<file path="src/common/adsq_pkg.sv">
// Purpose: Shared constants and types for the ADC scan sequencer
// Assumes: core_clk at 125 MHz; registers reached over AHB-Lite
// Notes: Offsets are byte addresses; one register per aligned word
// What this block does
// - Mux and gain follow the channel pointer
// - Continuous scans step first to last, wrap
// - Halted scan keeps its pointer value
// - Every new scan reloads pointer to first
// - Results shift in on the converter clock
// - Previous result stored, new-data flag set
// - Shift and store finish within 8 us
// - Trigger-only mode drops the stale first result
// - Other modes drop the first result
// - Other modes add a flush conversion
// - Falling trigger edge starts any scan mode when enabled
// - Trigger-only: each falling edge, one conversion
// - 8-bit prescaler runs from 8 MHz tick
// - Prescaler clocks the 16-bit interval counter
// - Trigger period spans 125 ns to 2.0889 s
// - Uniform modes convert on each interval expiry
// - Burst spacing 15 us, bursts by interval
// - Interrupt per channel or per group
// - Vector given the cycle after interrupt acknowledge
// - Request released on acknowledge
// - Colliding mailbox read waits for the write
package adsq_pkg;
	localparam int CLK_MHZ = 125; // Core clock rate
	localparam int BRD_MHZ = 8; // Board tick rate
	localparam int XFER_NS = 8000; // Shift and store deadline
	localparam int BURST_NS = 15000; // Channel spacing in a burst
	// Deadline rounds down, spacing rounds up
	localparam logic [11:0] XFER_CYC = 12'(XFER_NS * CLK_MHZ / 1000);
	localparam logic [11:0] BURST_CYC = 12'((BURST_NS * CLK_MHZ + 999) / 1000);
	localparam logic [6:0] ACC_STEP = 7'(BRD_MHZ); // Phase step of tick
	localparam logic [6:0] ACC_MOD = 7'(CLK_MHZ); // Phase modulus of tick
	localparam int NCH = 32; // Mailbox depth
	localparam int RES_W = 16; // Result width
	localparam logic [4:0] RES_BITS = 5'h10; // Bits per result
	localparam int CTRL_W = 7; // Control field width
	localparam int C_DIFF = 3; // Differential input select
	localparam int C_TEXT = 4; // External trigger starts scans
	localparam int C_GRP = 5; // Interrupt per group
	localparam int C_IEN = 6; // Interrupt enable
	localparam logic [7:0] A_CTRL = 8'h00;
	localparam logic [7:0] A_VEC = 8'h04;
	localparam logic [7:0] A_PRESC = 8'h08;
	localparam logic [7:0] A_INTV = 8'h0C;
	localparam logic [7:0] A_SCH = 8'h10;
	localparam logic [7:0] A_ECH = 8'h14;
	localparam logic [7:0] A_NEW = 8'h18;
	localparam logic [7:0] A_MISS = 8'h1C;
	localparam logic [7:0] A_START = 8'h20;
	localparam logic [7:0] A_GLO = 8'h24;
	localparam logic [7:0] A_GHI = 8'h28;
	localparam logic [7:0] A_STAT = 8'h2C;
	localparam int A_MBOX_BIT = 7; // Set for mailbox window 0x80..0xFC
	typedef enum logic [2:0] {
		M_OFF = 3'h0, M_UCONT = 3'h1, M_USING = 3'h2,
		M_BCONT = 3'h3, M_BSING = 3'h4, M_ETO = 3'h5
	} adsq_mode_t;
	typedef enum logic [1:0] {S_IDLE = 2'h0, S_RUN = 2'h1, S_FLUSH = 2'h3} adsq_state_t;
endpackage

</file>
<file path="src/common/adsq_res_if.sv">
// Purpose: Result path between sequencer and shift register
// Assumes: Both ends on core_clk
// Notes: arm is a one-cycle pulse, done a one-cycle pulse
`timescale 1ns/1ps
`default_nettype none
interface adsq_res_if;
	logic arm; // Conversion launched
	logic done; // Full result captured
	logic [adsq_pkg::RES_W-1:0] word; // Captured result
	modport seq (output arm, input done, input word);
	modport shf (input arm, output done, output word);
endinterface
`default_nettype wire

</file>
<file path="src/verilog/adsq_timer.sv">
// Purpose: Board tick, prescaler and interval counter
// Assumes: run low for one cycle reloads both counters
// Notes: Period is presc times intv board ticks, zero acts as one
`timescale 1ns/1ps
`default_nettype none
module adsq_timer (
	input wire logic core_clk,
	input wire logic rstn,
	input wire logic run,
	input wire logic [7:0] presc,
	input wire logic [15:0] intv,
	output logic expire
);
	logic [6:0] acc, next_acc; // Phase accumulator for 8 MHz tick
	logic tick, next_tick; // Board tick enable
	logic [7:0] pre, next_pre; // Prescaler count
	logic [15:0] ivl, next_ivl; // Interval count
	logic next_expire;
	logic [7:0] acc_sum; // Spare top bit: the sum must not wrap before the modulus test
	// Fractional divider keeps the exact mean board rate
	always_comb begin
		acc_sum = {1'b0, acc} + {1'b0, adsq_pkg::ACC_STEP};
		next_tick = 1'b0;
		if (acc_sum >= {1'b0, adsq_pkg::ACC_MOD}) begin
			acc_sum = acc_sum - {1'b0, adsq_pkg::ACC_MOD};
			next_tick = 1'b1;
		end
		next_acc = acc_sum[6:0];
		next_pre = pre;
		next_ivl = ivl;
		next_expire = 1'b0;
		if (!run) begin
			next_pre = presc;
			next_ivl = intv;
		end else if (tick) begin
			if (pre <= 8'h01) begin
				next_pre = presc;
				if (ivl <= 16'h0001) begin
					next_ivl = intv;
					next_expire = 1'b1;
				end else begin
					next_ivl = ivl - 16'h0001;
				end
			end else begin
				next_pre = pre - 8'h01;
			end
		end
	end
	// Register stage
	always_ff @(posedge core_clk) begin
		if (!rstn) begin
			acc <= 7'h00;
			tick <= 1'b0;
			pre <= 8'h00;
			ivl <= 16'h0000;
			expire <= 1'b0;
		end else begin
			acc <= next_acc;
			tick <= next_tick;
			pre <= next_pre;
			ivl <= next_ivl;
			expire <= next_expire;
		end
	end
	a_tick_gap: assert property (@(posedge core_clk) disable iff (!rstn)
		tick |=> !tick) else $error("board tick faster than rate");
	a_expire_tick: assert property (@(posedge core_clk) disable iff (!rstn)
		expire |-> $past(tick) && $past(run)) else $error("expiry without tick");
endmodule // adsq_timer
`default_nettype wire

</file>
<file path="src/verilog/adsq_shift.sv">
// Purpose: 16-bit serial capture on the converter data clock
// Assumes: Converter clock far slower than core_clk
// Notes: Pins pass three flops; an edge counts once stages agree
`timescale 1ns/1ps
`default_nettype none
module adsq_shift (
	input wire logic core_clk,
	input wire logic rstn,
	input wire logic adc_sclk,
	input wire logic adc_sdata,
	adsq_res_if.shf res
);
	logic [2:0] ck_s, dt_s; // Pin synchronisers
	logic ck_lvl, next_ck_lvl; // Accepted clock level
	logic [4:0] cnt, next_cnt; // Bits captured
	logic [15:0] sh, next_sh; // Shift register
	logic next_done;
	logic rise;
	// Edge taken only when second and third stage agree
	always_comb begin
		next_ck_lvl = (ck_s[1] == ck_s[2]) ? ck_s[2] : ck_lvl;
		rise = next_ck_lvl && !ck_lvl;
		next_cnt = cnt;
		next_sh = sh;
		next_done = 1'b0;
		if (res.arm) begin
			next_cnt = 5'h00; // New result begins
		end else if (rise && cnt != adsq_pkg::RES_BITS) begin
			next_sh = {sh[14:0], dt_s[2]};
			next_cnt = cnt + 5'h01;
			next_done = (next_cnt == adsq_pkg::RES_BITS);
		end
	end
	// Register stage
	always_ff @(posedge core_clk) begin
		if (!rstn) begin
			ck_s <= 3'h0;
			dt_s <= 3'h0;
			ck_lvl <= 1'b0;
			cnt <= adsq_pkg::RES_BITS;
			sh <= 16'h0000;
			res.done <= 1'b0;
		end else begin
			ck_s <= {ck_s[1:0], adc_sclk};
			dt_s <= {dt_s[1:0], adc_sdata};
			ck_lvl <= next_ck_lvl;
			cnt <= next_cnt;
			sh <= next_sh;
			res.done <= next_done;
		end
	end
	assign res.word = sh;
	a_done_bits: assert property (@(posedge core_clk) disable iff (!rstn)
		res.done |-> cnt == adsq_pkg::RES_BITS && $past(cnt) == 5'h0F)
		else $error("done without sixteen bits");
endmodule // adsq_shift
`default_nettype wire

</file>
<file path="src/verilog/adsq_top.sv">
// Purpose: Scan sequencer, mailbox and AHB-Lite register slave
// Assumes: One 125 MHz clock, synchronous active-low reset
// Notes: Mailbox is single port; a colliding read gets one wait
//
// The placing of the registers and the AHB-Lite slave port were decided locally.
`timescale 1ns/1ps
`default_nettype none
module adsq_top (
	input wire logic core_clk, // System clock
	input wire logic rstn, // Synchronous reset, active low
	input wire logic hsel,
	input wire logic [31:0] haddr,
	input wire logic [1:0] htrans,
	input wire logic hwrite,
	input wire logic [2:0] hsize,
	input wire logic [31:0] hwdata,
	input wire logic hready,
	output logic hreadyout,
	output logic hresp,
	output logic [31:0] hrdata,
	input wire logic ext_trig_n, // Trigger pin, falling edge
	input wire logic adc_sclk, // Converter data clock pin
	input wire logic adc_sdata, // Converter serial data pin
	output logic adc_convert_n, // Convert strobe, low one cycle
	output logic [4:0] mux_chan, // Multiplexer channel
	output logic mux_diff, // Differential wiring
	output logic [1:0] gain_amplifier, // Gain code
	output logic irq_request_n, // Interrupt request, active low
	input wire logic int_ack, // Acknowledge cycle from carrier
	output logic [7:0] irq_vector // Vector, valid after acknowledge
);
	// Register file
	logic [6:0] ctrl, next_ctrl; // Mode, wiring, trigger, interrupt
	logic [7:0] vec, next_vec; // Service routine vector
	logic [7:0] presc, next_presc; // Prescaler reload
	logic [15:0] intv, next_intv; // Interval reload
	logic [4:0] sch, next_sch; // First channel
	logic [4:0] ech, next_ech; // Last channel
	logic [31:0] glo, next_glo; // Gains, channels 0..15
	logic [31:0] ghi, next_ghi; // Gains, channels 16..31
	logic [31:0] new_data, next_new; // Unread result per channel
	logic [31:0] missed, next_miss; // Overwritten unread result
	logic [31:0] clr_new, clr_miss; // Write-one-to-clear masks
	logic start_wr; // Software start of a scan
	// Bus slave state
	logic d_act, next_d_act; // Data phase pending
	logic d_wr, next_d_wr;
	logic [7:0] d_addr, next_d_addr;
	logic rd_stall, next_rd_stall; // Mailbox read collided
	logic [31:0] next_hrdata;
	logic acc; // Address phase taken
	// Sequencer state
	adsq_pkg::adsq_state_t state, next_state;
	adsq_pkg::adsq_mode_t mode;
	logic [4:0] ptr, next_ptr; // Channel pointer
	logic [4:0] prev_ch, next_prev_ch; // Channel in the converter
	logic prev_keep, next_prev_keep; // That result is worth storing
	logic [4:0] shift_ch, next_shift_ch; // Channel being shifted in
	logic shift_keep, next_shift_keep;
	logic xfer_on, next_xfer_on; // Transfer window open
	logic [11:0] xfer_cnt, next_xfer_cnt; // Cycles since launch
	logic [11:0] space, next_space; // Burst spacing count
	logic pass_done, next_pass_done; // Last channel launched
	logic first_go, next_first_go; // Launch at once after start
	logic launch, is_flush, scan_start, single, burst, pace;
	logic next_conv_n;
	logic [4:0] next_mux;
	logic [1:0] next_gain;
	logic [63:0] gbits;
	// Trigger synchroniser and interrupt
	logic [2:0] trg_s;
	logic trg_lvl, next_trg_lvl, ext_fall;
	logic irq_evt, next_irq_n;
	logic [7:0] next_vec_out;
	// Mailbox and result path
	logic [15:0] mbox [adsq_pkg::NCH];
	logic mb_we, tmr_exp;
	adsq_res_if res_bus ();

	adsq_timer u_timer (
		.core_clk(core_clk),
		.rstn(rstn),
		.run(state == adsq_pkg::S_RUN && !scan_start),
		.presc(presc),
		.intv(intv),
		.expire(tmr_exp)
	);

	adsq_shift u_shift (
		.core_clk(core_clk),
		.rstn(rstn),
		.adc_sclk(adc_sclk),
		.adc_sdata(adc_sdata),
		.res(res_bus.shf)
	);

	// Register read decode, shared by address phase and stall reload
	function automatic logic [31:0] rd_mux(input logic [7:0] a);
		logic [31:0] v;
		v = 32'h0000_0000;
		if (a[adsq_pkg::A_MBOX_BIT]) begin
			v = 32'(mbox[a[6:2]]);
		end else begin
			case (a)
			adsq_pkg::A_CTRL: v = 32'(ctrl);
			adsq_pkg::A_VEC: v = 32'(vec);
			adsq_pkg::A_PRESC: v = 32'(presc);
			adsq_pkg::A_INTV: v = 32'(intv);
			adsq_pkg::A_SCH: v = 32'(sch);
			adsq_pkg::A_ECH: v = 32'(ech);
			adsq_pkg::A_NEW: v = new_data;
			adsq_pkg::A_MISS: v = missed;
			adsq_pkg::A_GLO: v = glo;
			adsq_pkg::A_GHI: v = ghi;
			adsq_pkg::A_STAT: v = 32'({!irq_request_n, state, ptr});
			default: v = 32'h0000_0000; // Unmapped reads as zero
			endcase
		end
		return v;
	endfunction

	assign mode = adsq_pkg::adsq_mode_t'(ctrl[2:0]);
	assign gbits = {ghi, glo};
	assign acc = hsel && htrans[1] && hready;
	assign hresp = 1'b0; // Always OKAY
	assign hreadyout = !rd_stall;
	assign mb_we = res_bus.done && xfer_on && shift_keep;
	assign res_bus.arm = launch;
	assign irq_evt = mb_we && ctrl[adsq_pkg::C_IEN]
		&& (!ctrl[adsq_pkg::C_GRP] || shift_ch == ech);

	// Bus slave and register next values; writes land at data phase end
	always_comb begin
		next_ctrl = ctrl;
		next_vec = vec;
		next_presc = presc;
		next_intv = intv;
		next_sch = sch;
		next_ech = ech;
		next_glo = glo;
		next_ghi = ghi;
		clr_new = 32'h0000_0000;
		clr_miss = 32'h0000_0000;
		start_wr = 1'b0;
		if (d_act && d_wr) begin
			case (d_addr)
			adsq_pkg::A_CTRL: next_ctrl = hwdata[adsq_pkg::CTRL_W-1:0];
			adsq_pkg::A_VEC: next_vec = hwdata[7:0];
			adsq_pkg::A_PRESC: next_presc = hwdata[7:0];
			adsq_pkg::A_INTV: next_intv = hwdata[15:0];
			adsq_pkg::A_SCH: next_sch = hwdata[4:0];
			adsq_pkg::A_ECH: next_ech = hwdata[4:0];
			adsq_pkg::A_NEW: clr_new = hwdata;
			adsq_pkg::A_MISS: clr_miss = hwdata;
			adsq_pkg::A_START: start_wr = 1'b1;
			adsq_pkg::A_GLO: next_glo = hwdata;
			adsq_pkg::A_GHI: next_ghi = hwdata;
			default: ; // Read-only or unmapped: ignored
			endcase
		end
		// Hardware set wins over a software clear in the same cycle
		next_new = new_data & ~clr_new;
		next_miss = missed & ~clr_miss;
		if (mb_we) begin
			next_new[shift_ch] = 1'b1;
			if (new_data[shift_ch]) next_miss[shift_ch] = 1'b1;
		end
		next_d_act = acc ? 1'b1 : (hready ? 1'b0 : d_act);
		next_d_wr = acc ? hwrite : d_wr;
		next_d_addr = acc ? haddr[7:0] : d_addr;
		// A mailbox read beside an internal write is redone a cycle later
		next_rd_stall = acc && !hwrite && haddr[adsq_pkg::A_MBOX_BIT] && mb_we;
		if (acc && !hwrite) next_hrdata = rd_mux(haddr[7:0]);
		else if (rd_stall) next_hrdata = rd_mux(d_addr);
		else next_hrdata = hrdata;
		// Request released on acknowledge unless a new event arrives
		if (irq_evt) next_irq_n = 1'b0;
		else if (int_ack) next_irq_n = 1'b1;
		else next_irq_n = irq_request_n;
		next_vec_out = int_ack ? vec : 8'h00;
	end

	// Register stage for bus and registers
	always_ff @(posedge core_clk) begin
		if (!rstn) begin
			ctrl <= 7'h00;
			vec <= 8'h00;
			presc <= 8'h00;
			intv <= 16'h0000;
			sch <= 5'h00;
			ech <= 5'h00;
			glo <= 32'h0000_0000;
			ghi <= 32'h0000_0000;
			new_data <= 32'h0000_0000;
			missed <= 32'h0000_0000;
			d_act <= 1'b0;
			d_wr <= 1'b0;
			d_addr <= 8'h00;
			rd_stall <= 1'b0;
			hrdata <= 32'h0000_0000;
			irq_request_n <= 1'b1;
			irq_vector <= 8'h00;
		end else begin
			ctrl <= next_ctrl;
			vec <= next_vec;
			presc <= next_presc;
			intv <= next_intv;
			sch <= next_sch;
			ech <= next_ech;
			glo <= next_glo;
			ghi <= next_ghi;
			new_data <= next_new;
			missed <= next_miss;
			d_act <= next_d_act;
			d_wr <= next_d_wr;
			d_addr <= next_d_addr;
			rd_stall <= next_rd_stall;
			hrdata <= next_hrdata;
			irq_request_n <= next_irq_n;
			irq_vector <= next_vec_out;
		end
	end

	// Mailbox write; single port, so host reads yield to it
	always_ff @(posedge core_clk) begin
		if (!rstn) mbox <= '{default: 16'h0000}; // Unwritten entries read as zero
		else if (mb_we) mbox[shift_ch] <= res_bus.word;
	end

	// Sequencer next values: pacing, pointers and result bookkeeping
	always_comb begin
		next_state = state;
		next_ptr = ptr;
		next_prev_ch = prev_ch;
		next_prev_keep = prev_keep;
		next_shift_ch = shift_ch;
		next_shift_keep = shift_keep;
		next_pass_done = pass_done;
		next_first_go = first_go;
		next_space = (space != 12'h000) ? space - 12'h001 : space;
		next_xfer_on = xfer_on;
		next_xfer_cnt = xfer_on ? xfer_cnt + 12'h001 : xfer_cnt;
		next_trg_lvl = (trg_s[1] == trg_s[2]) ? trg_s[2] : trg_lvl;
		ext_fall = trg_lvl && !next_trg_lvl;
		launch = 1'b0;
		is_flush = 1'b0;
		single = (mode == adsq_pkg::M_USING) || (mode == adsq_pkg::M_BSING);
		burst = (mode == adsq_pkg::M_BCONT) || (mode == adsq_pkg::M_BSING);
		// Uniform paces on expiry; burst on spacing, then on expiry
		pace = (burst && !pass_done) ? (space == 12'h000) : tmr_exp;
		scan_start = (start_wr && mode != adsq_pkg::M_OFF)
			|| (state == adsq_pkg::S_IDLE && ext_fall && mode != adsq_pkg::M_OFF
			&& (mode == adsq_pkg::M_ETO || ctrl[adsq_pkg::C_TEXT]));
		if (xfer_on && (xfer_cnt >= adsq_pkg::XFER_CYC - 12'h001 || res_bus.done)) begin
			next_xfer_on = 1'b0; // Late result is dropped
		end
		if (scan_start) begin
			next_state = adsq_pkg::S_RUN;
			next_ptr = sch;
			next_prev_keep = 1'b0; // Converter holds stale data
			next_pass_done = 1'b0;
			// Trigger-only mode armed by software waits for an edge
			next_first_go = (mode != adsq_pkg::M_ETO) || ext_fall;
		end else begin
			case (state)
			adsq_pkg::S_RUN: begin
				if (mode == adsq_pkg::M_OFF) begin
					// Halt: pointer left as it stands
					next_state = adsq_pkg::S_FLUSH;
				end else if (first_go) begin
					launch = 1'b1;
				end else if (mode == adsq_pkg::M_ETO) begin
					launch = ext_fall;
				end else if (single && pass_done) begin
					next_state = adsq_pkg::S_FLUSH;
				end else begin
					launch = pace;
				end
			end
			adsq_pkg::S_FLUSH: begin
				// Flush only when a stored result is still in the converter
				if (!prev_keep) begin
					next_state = adsq_pkg::S_IDLE;
				end else if (space == 12'h000) begin
					launch = 1'b1;
					is_flush = 1'b1;
					next_state = adsq_pkg::S_IDLE;
				end
			end
			adsq_pkg::S_IDLE: ;
			default: next_state = adsq_pkg::S_IDLE;
			endcase
		end
		if (launch) begin
			next_first_go = 1'b0;
			next_space = adsq_pkg::BURST_CYC - 12'h001;
			next_xfer_on = 1'b1;
			next_xfer_cnt = 12'h000;
			next_shift_ch = prev_ch; // Result of previous conversion
			next_shift_keep = prev_keep;
			next_prev_ch = ptr;
			next_prev_keep = !is_flush;
			if (!is_flush) begin
				next_pass_done = (ptr == ech);
				next_ptr = (ptr == ech) ? sch : ptr + 5'h01;
			end
		end
		// Mux and gain follow the pointer as soon as it moves
		next_mux = ctrl[adsq_pkg::C_DIFF] ? {1'b0, next_ptr[3:0]} : next_ptr;
		next_gain = gbits[{next_mux, 1'b0} +: 2];
		next_conv_n = !launch;
	end

	// Register stage for sequencer and trigger synchroniser
	always_ff @(posedge core_clk) begin
		if (!rstn) begin
			state <= adsq_pkg::S_IDLE;
			ptr <= 5'h00;
			prev_ch <= 5'h00;
			prev_keep <= 1'b0;
			shift_ch <= 5'h00;
			shift_keep <= 1'b0;
			pass_done <= 1'b0;
			first_go <= 1'b0;
			space <= 12'h000;
			xfer_on <= 1'b0;
			xfer_cnt <= 12'h000;
			trg_s <= 3'h7;
			trg_lvl <= 1'b1;
			adc_convert_n <= 1'b1;
			mux_chan <= 5'h00;
			mux_diff <= 1'b0;
			gain_amplifier <= 2'h0;
		end else begin
			state <= next_state;
			ptr <= next_ptr;
			prev_ch <= next_prev_ch;
			prev_keep <= next_prev_keep;
			shift_ch <= next_shift_ch;
			shift_keep <= next_shift_keep;
			pass_done <= next_pass_done;
			first_go <= next_first_go;
			space <= next_space;
			xfer_on <= next_xfer_on;
			xfer_cnt <= next_xfer_cnt;
			trg_s <= {trg_s[1:0], ext_trig_n};
			trg_lvl <= next_trg_lvl;
			adc_convert_n <= next_conv_n;
			mux_chan <= next_mux;
			mux_diff <= ctrl[adsq_pkg::C_DIFF];
			gain_amplifier <= next_gain;
		end
	end

	a_gain_sel: assert property (@(posedge core_clk) disable iff (!rstn)
		gain_amplifier == $past(gbits[{next_mux, 1'b0} +: 2])) else $error("gain not of channel");
	a_ptr_wrap: assert property (@(posedge core_clk) disable iff (!rstn)
		launch && !is_flush && !scan_start |=> ptr == ($past(ptr) == $past(ech)
		? $past(sch) : $past(ptr) + 5'h01)) else $error("pointer step wrong");
	a_ptr_hold: assert property (@(posedge core_clk) disable iff (!rstn)
		state != adsq_pkg::S_RUN && !scan_start && !launch |=> $stable(ptr))
		else $error("pointer moved while halted");
	a_scan_reload: assert property (@(posedge core_clk) disable iff (!rstn)
		scan_start |=> ptr == $past(sch) && !prev_keep) else $error("scan start no reload");
	a_drop_first: assert property (@(posedge core_clk) disable iff (!rstn)
		scan_start ##1 launch |=> !shift_keep) else $error("first result kept");
	a_store_flag: assert property (@(posedge core_clk) disable iff (!rstn)
		mb_we |=> new_data[$past(shift_ch)]) else $error("new data flag not set");
	a_xfer_bound: assert property (@(posedge core_clk) disable iff (!rstn)
		mb_we |-> xfer_cnt < adsq_pkg::XFER_CYC) else $error("store after deadline");
	a_trig_launch: assert property (@(posedge core_clk) disable iff (!rstn)
		state == adsq_pkg::S_RUN && mode == adsq_pkg::M_ETO && !scan_start && ext_fall
		|-> launch ##1 !adc_convert_n) else $error("edge did not convert");
	a_burst_gap: assert property (@(posedge core_clk) disable iff (!rstn)
		launch && burst && !first_go && !pass_done && state == adsq_pkg::S_RUN
		|-> space == 12'h000) else $error("burst spacing short");
	a_irq_drop: assert property (@(posedge core_clk) disable iff (!rstn)
		int_ack && !irq_evt |=> irq_request_n && irq_vector == $past(vec))
		else $error("request held through acknowledge");
	a_missed_set: assert property (@(posedge core_clk) disable iff (!rstn)
		mb_we && new_data[shift_ch] |=> missed[$past(shift_ch)]) else $error("missed not set");
endmodule // adsq_top
`default_nettype wire

</file>
<file path="config.mk">
export PLATFORM = sky130hd
export DESIGN_NAME = adsq_top
export DESIGN_NICKNAME = d
export VERILOG_FILES = /design/src/common/adsq_pkg.sv /design/src/common/adsq_res_if.sv /design/src/verilog/adsq_timer.sv /design/src/verilog/adsq_shift.sv /design/src/verilog/adsq_top.sv
export SDC_FILE = /design/constraint.sdc
export NUM_CORES = 2
export LEC_CHECK = 0
export ABC_CLOCK_PERIOD_IN_PS = 3200
export BUFFER_PORTS_ARGS = -buffer_cell sky130_fd_sc_hd__buf_2
export CORE_MARGIN = 2
export CORE_UTILIZATION = 57
export CTS_BUF_LIST = sky130_fd_sc_hd__clkbuf_16
export CTS_CLUSTER_SIZE = 40
export DETAILED_ROUTE_END_ITERATION = 10
export PLACE_DENSITY_LB_ADDON = 0.05
export SLEW_MARGIN = 20
export SYNTH_ARGS = -nofsm -noshare
export SYNTH_HDL_FRONTEND = slang
export SYNTH_SLANG_ARGS = --single-unit
</file>
<file path="constraint.sdc">
create_clock -name core_clk -period 3.2 [get_ports core_clk]
set_input_delay 0.32 -clock core_clk [delete_from_list [all_inputs] [get_ports core_clk]]
set_output_delay 0.32 -clock core_clk [all_outputs]
set_load 0.02 [all_outputs]
</file>
### Word-level counts from Yosys, hierarchy flattened

Index checks and enable logic that the tools add are counted.

| storage, ports and cells | value |
|---|---|
| register bits after elaboration | 862 |
| bits of input ports | 78 |

| cells by class | value |
|---|---|
| add/subtract/negate cells | 8 |
| $lt $le $gt $ge | 10 |
| equal/unequal tests | 45 |
| shift-type cells | 1 |
| mux-type cells | 79 |
| bitwise logic cells | 13 |
| reduce and logical (&&, ||, !) cells | 71 |

Operators by type and width:

| kind | count |
|---|---|
| 32-bit case mux with 11 select lines | 2 |
| 512-bit bitwise mux | 1 |
| 32-bit 2-to-1 mux | 11 |
| 16-bit binary-select mux with 5-bit select | 2 |
| 16-bit 2-to-1 mux | 9 |
| 16-bit demux with 5-bit select | 1 |
| 32-bit bitwise AND | 2 |
| 8-bit by 5-bit equality test with 1-bit output, second input constant | 8 |
| 32-bit inverter | 2 |
| 32-bit OR | 2 |
| 64-bit by 7-bit variable part select with 2-bit output | 1 |
| 8-bit by 6-bit equality test with 1-bit output, second input constant | 7 |
| 5-bit 2-to-1 mux | 7 |
| 8-bit by 4-bit equality test with 1-bit output, second input constant | 4 |
| 1-bit 2-to-1 mux | 30 |
| 8-bit 2-to-1 mux | 3 |
| 1-bit logical AND | 23 |
| 11-bit 2-to-1 mux | 2 |
| 2-bit AND reduction | 11 |
| 6-bit >= comparator, second input constant | 3 |
| 5-bit inverter with 6-bit output | 3 |
| 8-bit by 3-bit equality test with 1-bit output, second input constant | 2 |
| 16-bit by 1-bit <= comparator with 1-bit output, second input constant | 1 |
| 8-bit zero test | 2 |
| other kinds (47) | 88 |

### Longest topological paths before layout

| logic depth | value |
|---|---|
| word-level depth | 13 |
| mapped depth | 14 |
| gate-level depth less buffers | 12 |

### Hierarchy

A second synthesis with hierarchy kept.

| second synthesis, totals | value |
|---|---|
| cells, all modules | 4904 |
| area, all modules | 42684.7 um^2 |

By module, submodules not included:

| module | instances | cells each | area an instance (um^2) |
|---|---|---|---|
| adsq_top | 1 | 4531 | 39527.9 |
| adsq_timer | 1 | 265 | 2033.2 |
| adsq_shift | 1 | 108 | 1123.6 |

### Least setup slack after synthesis

No wires, ideal clock.

| path | value |
|---|---|
| path kind | reg-to-reg |
| start | register d_addr[4] |
| end | register gain_amplifier[0] |
| library setup time | 0.120 ns |
| data arrival time | 3.223 ns |
| path slack | -0.143 ns |
| cell stages (with the launch flop) | 13 |
| cells stage by stage | dfxtp_1 buf_6 or4b_1 buf_2 o311a_1 a21oi_4 o21ai_4 a211oi_4 buf_6 mux2i_1 o22ai_1 or4_1 o2bb2ai_1 |

| on the way | value |
|---|---|
| cells in the longest elaborated chain, start to end | 10 |
| elaborated cells between the ends (all ways) | 12 |

RTL lines:

| what | RTL line | RTL |
|---|---|---|
| start: declaration | adsq_top.sv:48 | `logic [7:0] d_addr, next_d_addr;` |
| start signal: assignment | adsq_top.sv:216 | `d_addr <= next_d_addr;` |
| 8-bit by 6-bit equality test with 1-bit output * | adsq_top.sv:146 | `case (d_addr)` |
| 1-bit 2-to-1 mux * | adsq_top.sv:146 |  |
| 1-bit 2-to-1 mux * | adsq_top.sv:145 | `if (d_act && d_wr) begin` |
| 1-bit logical AND * | adsq_top.sv:251 | `scan_start = (start_wr && mode != adsq_pkg::M_OFF)` |
| 1-bit logical OR * | adsq_top.sv:252 | `\|\| (state == adsq_pkg::S_IDLE && ext_fall && mode != adsq_pkg::M_OFF` |
| 5-bit 2-to-1 mux or 1-bit 2-to-1 mux (tied branches) | adsq_top.sv:257 | `if (scan_start) begin` |
| 5-bit 2-to-1 mux | adsq_top.sv:303 | `if (!is_flush) begin` |
| 5-bit 2-to-1 mux * | adsq_top.sv:294 | `if (launch) begin` |
| 5-bit 2-to-1 mux * | adsq_top.sv:309 | `next_mux = ctrl[adsq_pkg::C_DIFF] ? {1'b0, next_ptr[3:0]} : next_ptr;` |
| 64-bit by 7-bit variable part select with 2-bit output * | adsq_top.sv:310 | `next_gain = gbits[{next_mux, 1'b0} +: 2];` |
| end signal: assignment | adsq_top.sv:351 | `gain_amplifier <= next_gain;` |
| end: declaration | adsq_top.sv:27 | `output logic [1:0] gain_amplifier,` |

Every way passes the cells marked *; elsewhere a longest branch is shown, timed or not.
A chain may end at the register's enable or synchronous reset.

### Worst setup path after layout

| path | value |
|---|---|
| start | register d_addr[2] |
| end | register gain_amplifier[0] |

Same word-level chain as after synthesis.

==> run metrics <==
run status=complete, but fails checks; violated checks=setup timing; Syn Inst Count=4932; grt met2 use=64.4%; Layout area overhead=14.4%; Most used DFF post-synth=dfxtp_1; startpoint types=flop; Ys Warns=0; M1 GR Usage=52.4%; clk sinks=858; CP max stage cell=or4_4; busiest metal layer after global routing=met2; P_leak=16.1 nW; Post-synth EDFFs=0; Power Dens Cells=469 nW/um2; Crit. End Element=flop; CP Data Required Time=3750 ps; Sw Pwr=5.56 mW; VDD IR max=0.442 mV; vias in the first global route=37100; Final Util=65.6%; skew final=23.0 ps; Avg Cell Area, Syn=around 8.6 um2; FMAX=307 MHz; Gate power share=6.0%; clk root buf=clkbuf_16; setup slack, reg-to-reg=-60 ps; CP delay by family, top=simple AND/OR/NAND/NOR gates; crit path DAT=3810 ps; vias=39400; R2R cell count=11; crit-path max cell delay=580 ps; clock network fraction of design power=46.6%; I/O Buffers=100; Hold/Removal Path Class=input port to flop; sequential share of power=47.4%; antenna diode instance count=0; Int Power=17.2 mW; first-pass GRT wire length=238000 um; die height=277 um; DPL Wire Length=around 100000 um; die width=277 um; drt total wl=160000 um; synthesized net count=5023; transition time of the tightest slew-check pin=1110 ps; worst reg2reg path endpoint=gain_amplifier[0]; fin. max-slew vios=0; number of cells on the critical path=11; largest net degree at the start of global routing=141; asr flop ratio synth=0%; max_slew headroom=26.0%; Total GRT Usage=roughly 40%; max cap viols=0; die area=76900 um2; drt pass-1 iters=6; hold path cells=3; TritonCTS clock tree=yes; row count=100; Clock Latency Late Sink=670 ps; GPL Wtd Cong=1.03; Starting DRT DRC Count=5053; mapped cell area=42600 um2; Hold Fails Final Rpt=0; # DRC=0; min Tclk post-route=3260 ps; fin worst setup slack=-60.8 ps; Final #Nets=5084; Crit path top cell by count=buf_4; critical path fanouts, max=7; routing usage on met3=8.78%; critical-path cell list=or4_4 > or3_4 > a21o_1 > nand4_1 > o2111ai_1 > buf_4 > buf_4 > nand3_1 > o22ai_1 > or4_1 > o2bb2ai_1; GR Overflow Total=0; Clock Pin Slew Worst Setup and Hold Paths=60 ps; register area share after synthesis=~40%; initial antenna violation count=4; worst r2r src=d_addr[2]; Core ar.=74200 um2; final worst-path cycle share=102%; drt via density=~6.5; CP Launch Point=d_addr[2]; DRT antenna net count=0; WS Path Type=flop to flop; TritonCTS Buffers=94; Initial Utilization=57.4%; layout cells sized above 1=18.6%; htree depth=3; critical hold path startpoint=hwdata[5]; Seq cells post-synth=858; unrepaired setup endpoints after global routing=true; routed len/inst=26.5 um; # IOs=130; Hold Path End=glo[5]; Final Setup Violations=2; clk buf depth=3; Netlist cell types=80; hold_ws=between 50 and 60 ps; sw frac=24.4%; WP buf/inv=2
==> through the flow <==
| stage | power, mW | area [um2] | std cells | setup TNS, ps | setup slack, ps |
|---|---|---|---|---|---|
| final | 22.8 | 48700 | 6038 | -115 | -60.8 |
| after global routing | 23.4 | 48700 | 6038 | -357 | -184 |
| after CTS | 22.8 | 48500 | 6028 | -82.6 | -45.3 |
| after detailed placement | 12.3 | 45100 | 5818 | -120 | -68.5 |
| after global placement | 12.3 | 45100 | 5818 | -41.9 | -38.1 |
| after floorplan | 11.9 | 42600 | 4932 | -168 | -116 |
==> area by class of cell <==
| cell class | instances | area (um2) |
|---|---|---|
| fill | 6258 | 25500 |
| sequential | 858 | 17200 |
| timing repair buffer | 405 | 3400 |
| tap | 969 | 1210 |
| inverter | 31 | 124 |
| clock inverter | 75 | 532 |
| multi-input combinational | 3603 | 23800 |
| clock buffer | 97 | 2430 |
==> sequential cells by signal (all words and copies together) (netlist names), 7 cells and up <==
signal and cells:
u_timer.pre 8, new_data 32, ghi 32, u_timer.acc 7
xfer_cnt 12, d_addr 8, vec 8, space 12
missed 32, presc 8, irq_vector 8, hrdata 32
mbox 512, u_timer.ivl 16, intv 16, ctrl 7
u_shift.res.word 16, glo 32
==> worst max path at each step <==
stage                                   end  slack, ps
final                     gain_amplifier[0]        -60
after global routing      gain_amplifier[1]       -180
after CTS                 gain_amplifier[0]        -50
after detailed placement  gain_amplifier[0]        -70
after global placement    gain_amplifier[0]        -40
after floorplan           gain_amplifier[0]       -120
==> worst reg2reg max path, stage by stage (launching register included) <==
cell and delay (ps):
dfxtp_4 340, or4_4 580, or3_4 380, a21o_1 300, nand4_1 250, o2111ai_1 130, buf_4 200, buf_4 140
nand3_1 100, o22ai_1 80, or4_1 520, o2bb2ai_1 130
==> cells by family after synthesis <==
logic type               after synthesis  synth area share [%]
buffers and inverters                471                  4.30
flip-flops                           858                  40.4
multiplexers                         405                  19.3
XOR/XNOR                              41                 0.844
adder cells (fa/ha/maj)               13                 0.382
AND/OR/NAND/NOR                     1960                  18.6
AO/OA/AOI/OAI                       1183                  16.3
other                                  1               0.00881
==> power by group through the flow <==
stage / Clock (mW) / Sequential [mW] / Combinational (mW)
finish: 10.6 / 10.8 / 1.36
floorplan: 0 / 11.1 / 0.805
detailed placement: 0 / 11.1 / 1.28
CTS: 10.7 / 10.8 / 1.32
global placement: 0 / 11.0 / 1.28
global route: 11.1 / 10.8 / 1.45
==> what timing repair did <==
| action | 4_1_cts | 5_1_grt |
|---|---|---|
| hold buffers | 33 | 0 |
| pin swaps | 6 | 9 |
| gates resized for setup | 12 | 16 |
| endpoints found under the setup margin | 2 | 7 |
| endpoints found under the hold margin | 76 | 0 |
| cloned | 0 | 2 |
| setup buffers | 5 | 8 |
==> routing by layer <==
| layer | up-vias | part of all wire (%) |
|---|---|---|
| met2 | 2419 | 45 |
| met5 | - | 0.014 |
| met1 | 18700 | 37 |
| li1 | 17600 | - |
| met3 | 623 | 11 |
| met4 | 4 | 6.9 |
==> layout by cell type (no fill, tap or decap), types with 51 or more instances in the layout <==
| cell type | n |
|---|---|
| a21oi_1 | 802 |
| a22oi_1 | 171 |
| buf_2 | 98 |
| buf_4 | 230 |
| clkbuf_16 | 99 |
| dfxtp_1 | 853 |
| inv_1 | 51 |
| mux4_2 | 328 |
| nand2_1 | 1458 |
| nand3_1 | 76 |
| nor2_1 | 216 |
==> Yosys cell counts, drive strengths merged (3+ instances only) <==
| library cell | count | area share [%] |
|---|---|---|
| nand4 | 23 | 0.34 |
| o22ai | 11 | 0.16 |
| nor3b | 5 | 0.088 |
| a211oi | 51 | 0.94 |
| nor3 | 39 | 0.46 |
| a311oi | 3 | 0.062 |
| a2111oi | 13 | 0.28 |
| mux2 | 33 | 0.87 |
| nand3 | 77 | 0.91 |
| nor2 | 253 | 2.2 |
| a31oi | 7 | 0.12 |
| or4b | 3 | 0.071 |
| nand3b | 7 | 0.12 |
| mux2i | 44 | 1.0 |
| nor2b | 4 | 0.059 |
| a22o | 14 | 0.29 |
| clkbuf | 386 | 3.4 |
| a222oi | 5 | 0.12 |
| or3 | 11 | 0.17 |
| or4 | 4 | 0.071 |
| a21oi | 804 | 9.5 |
| a221oi | 20 | 0.41 |
| and3b | 3 | 0.062 |
| nand2b | 15 | 0.22 |
| nand2 | 1458 | 13 |
| a311o | 3 | 0.071 |
| a211o | 3 | 0.062 |
| inv | 31 | 0.27 |
| and3 | 21 | 0.31 |
| and2 | 11 | 0.16 |
| o2111ai | 4 | 0.082 |
| dfxtp | 858 | 40 |
| o21ai | 49 | 0.61 |
| a21o | 3 | 0.053 |
| or2 | 4 | 0.059 |
| mux4 | 328 | 17 |
| ha | 13 | 0.38 |
| or3b | 3 | 0.062 |
| buf | 54 | 0.62 |
| xor2 | 24 | 0.49 |
| a22oi | 171 | 3.0 |
| xnor2 | 17 | 0.35 |
| o211ai | 6 | 0.12 |
| nor4 | 13 | 0.19 |
Note: power is estimated with default switching activity, not from simulation.
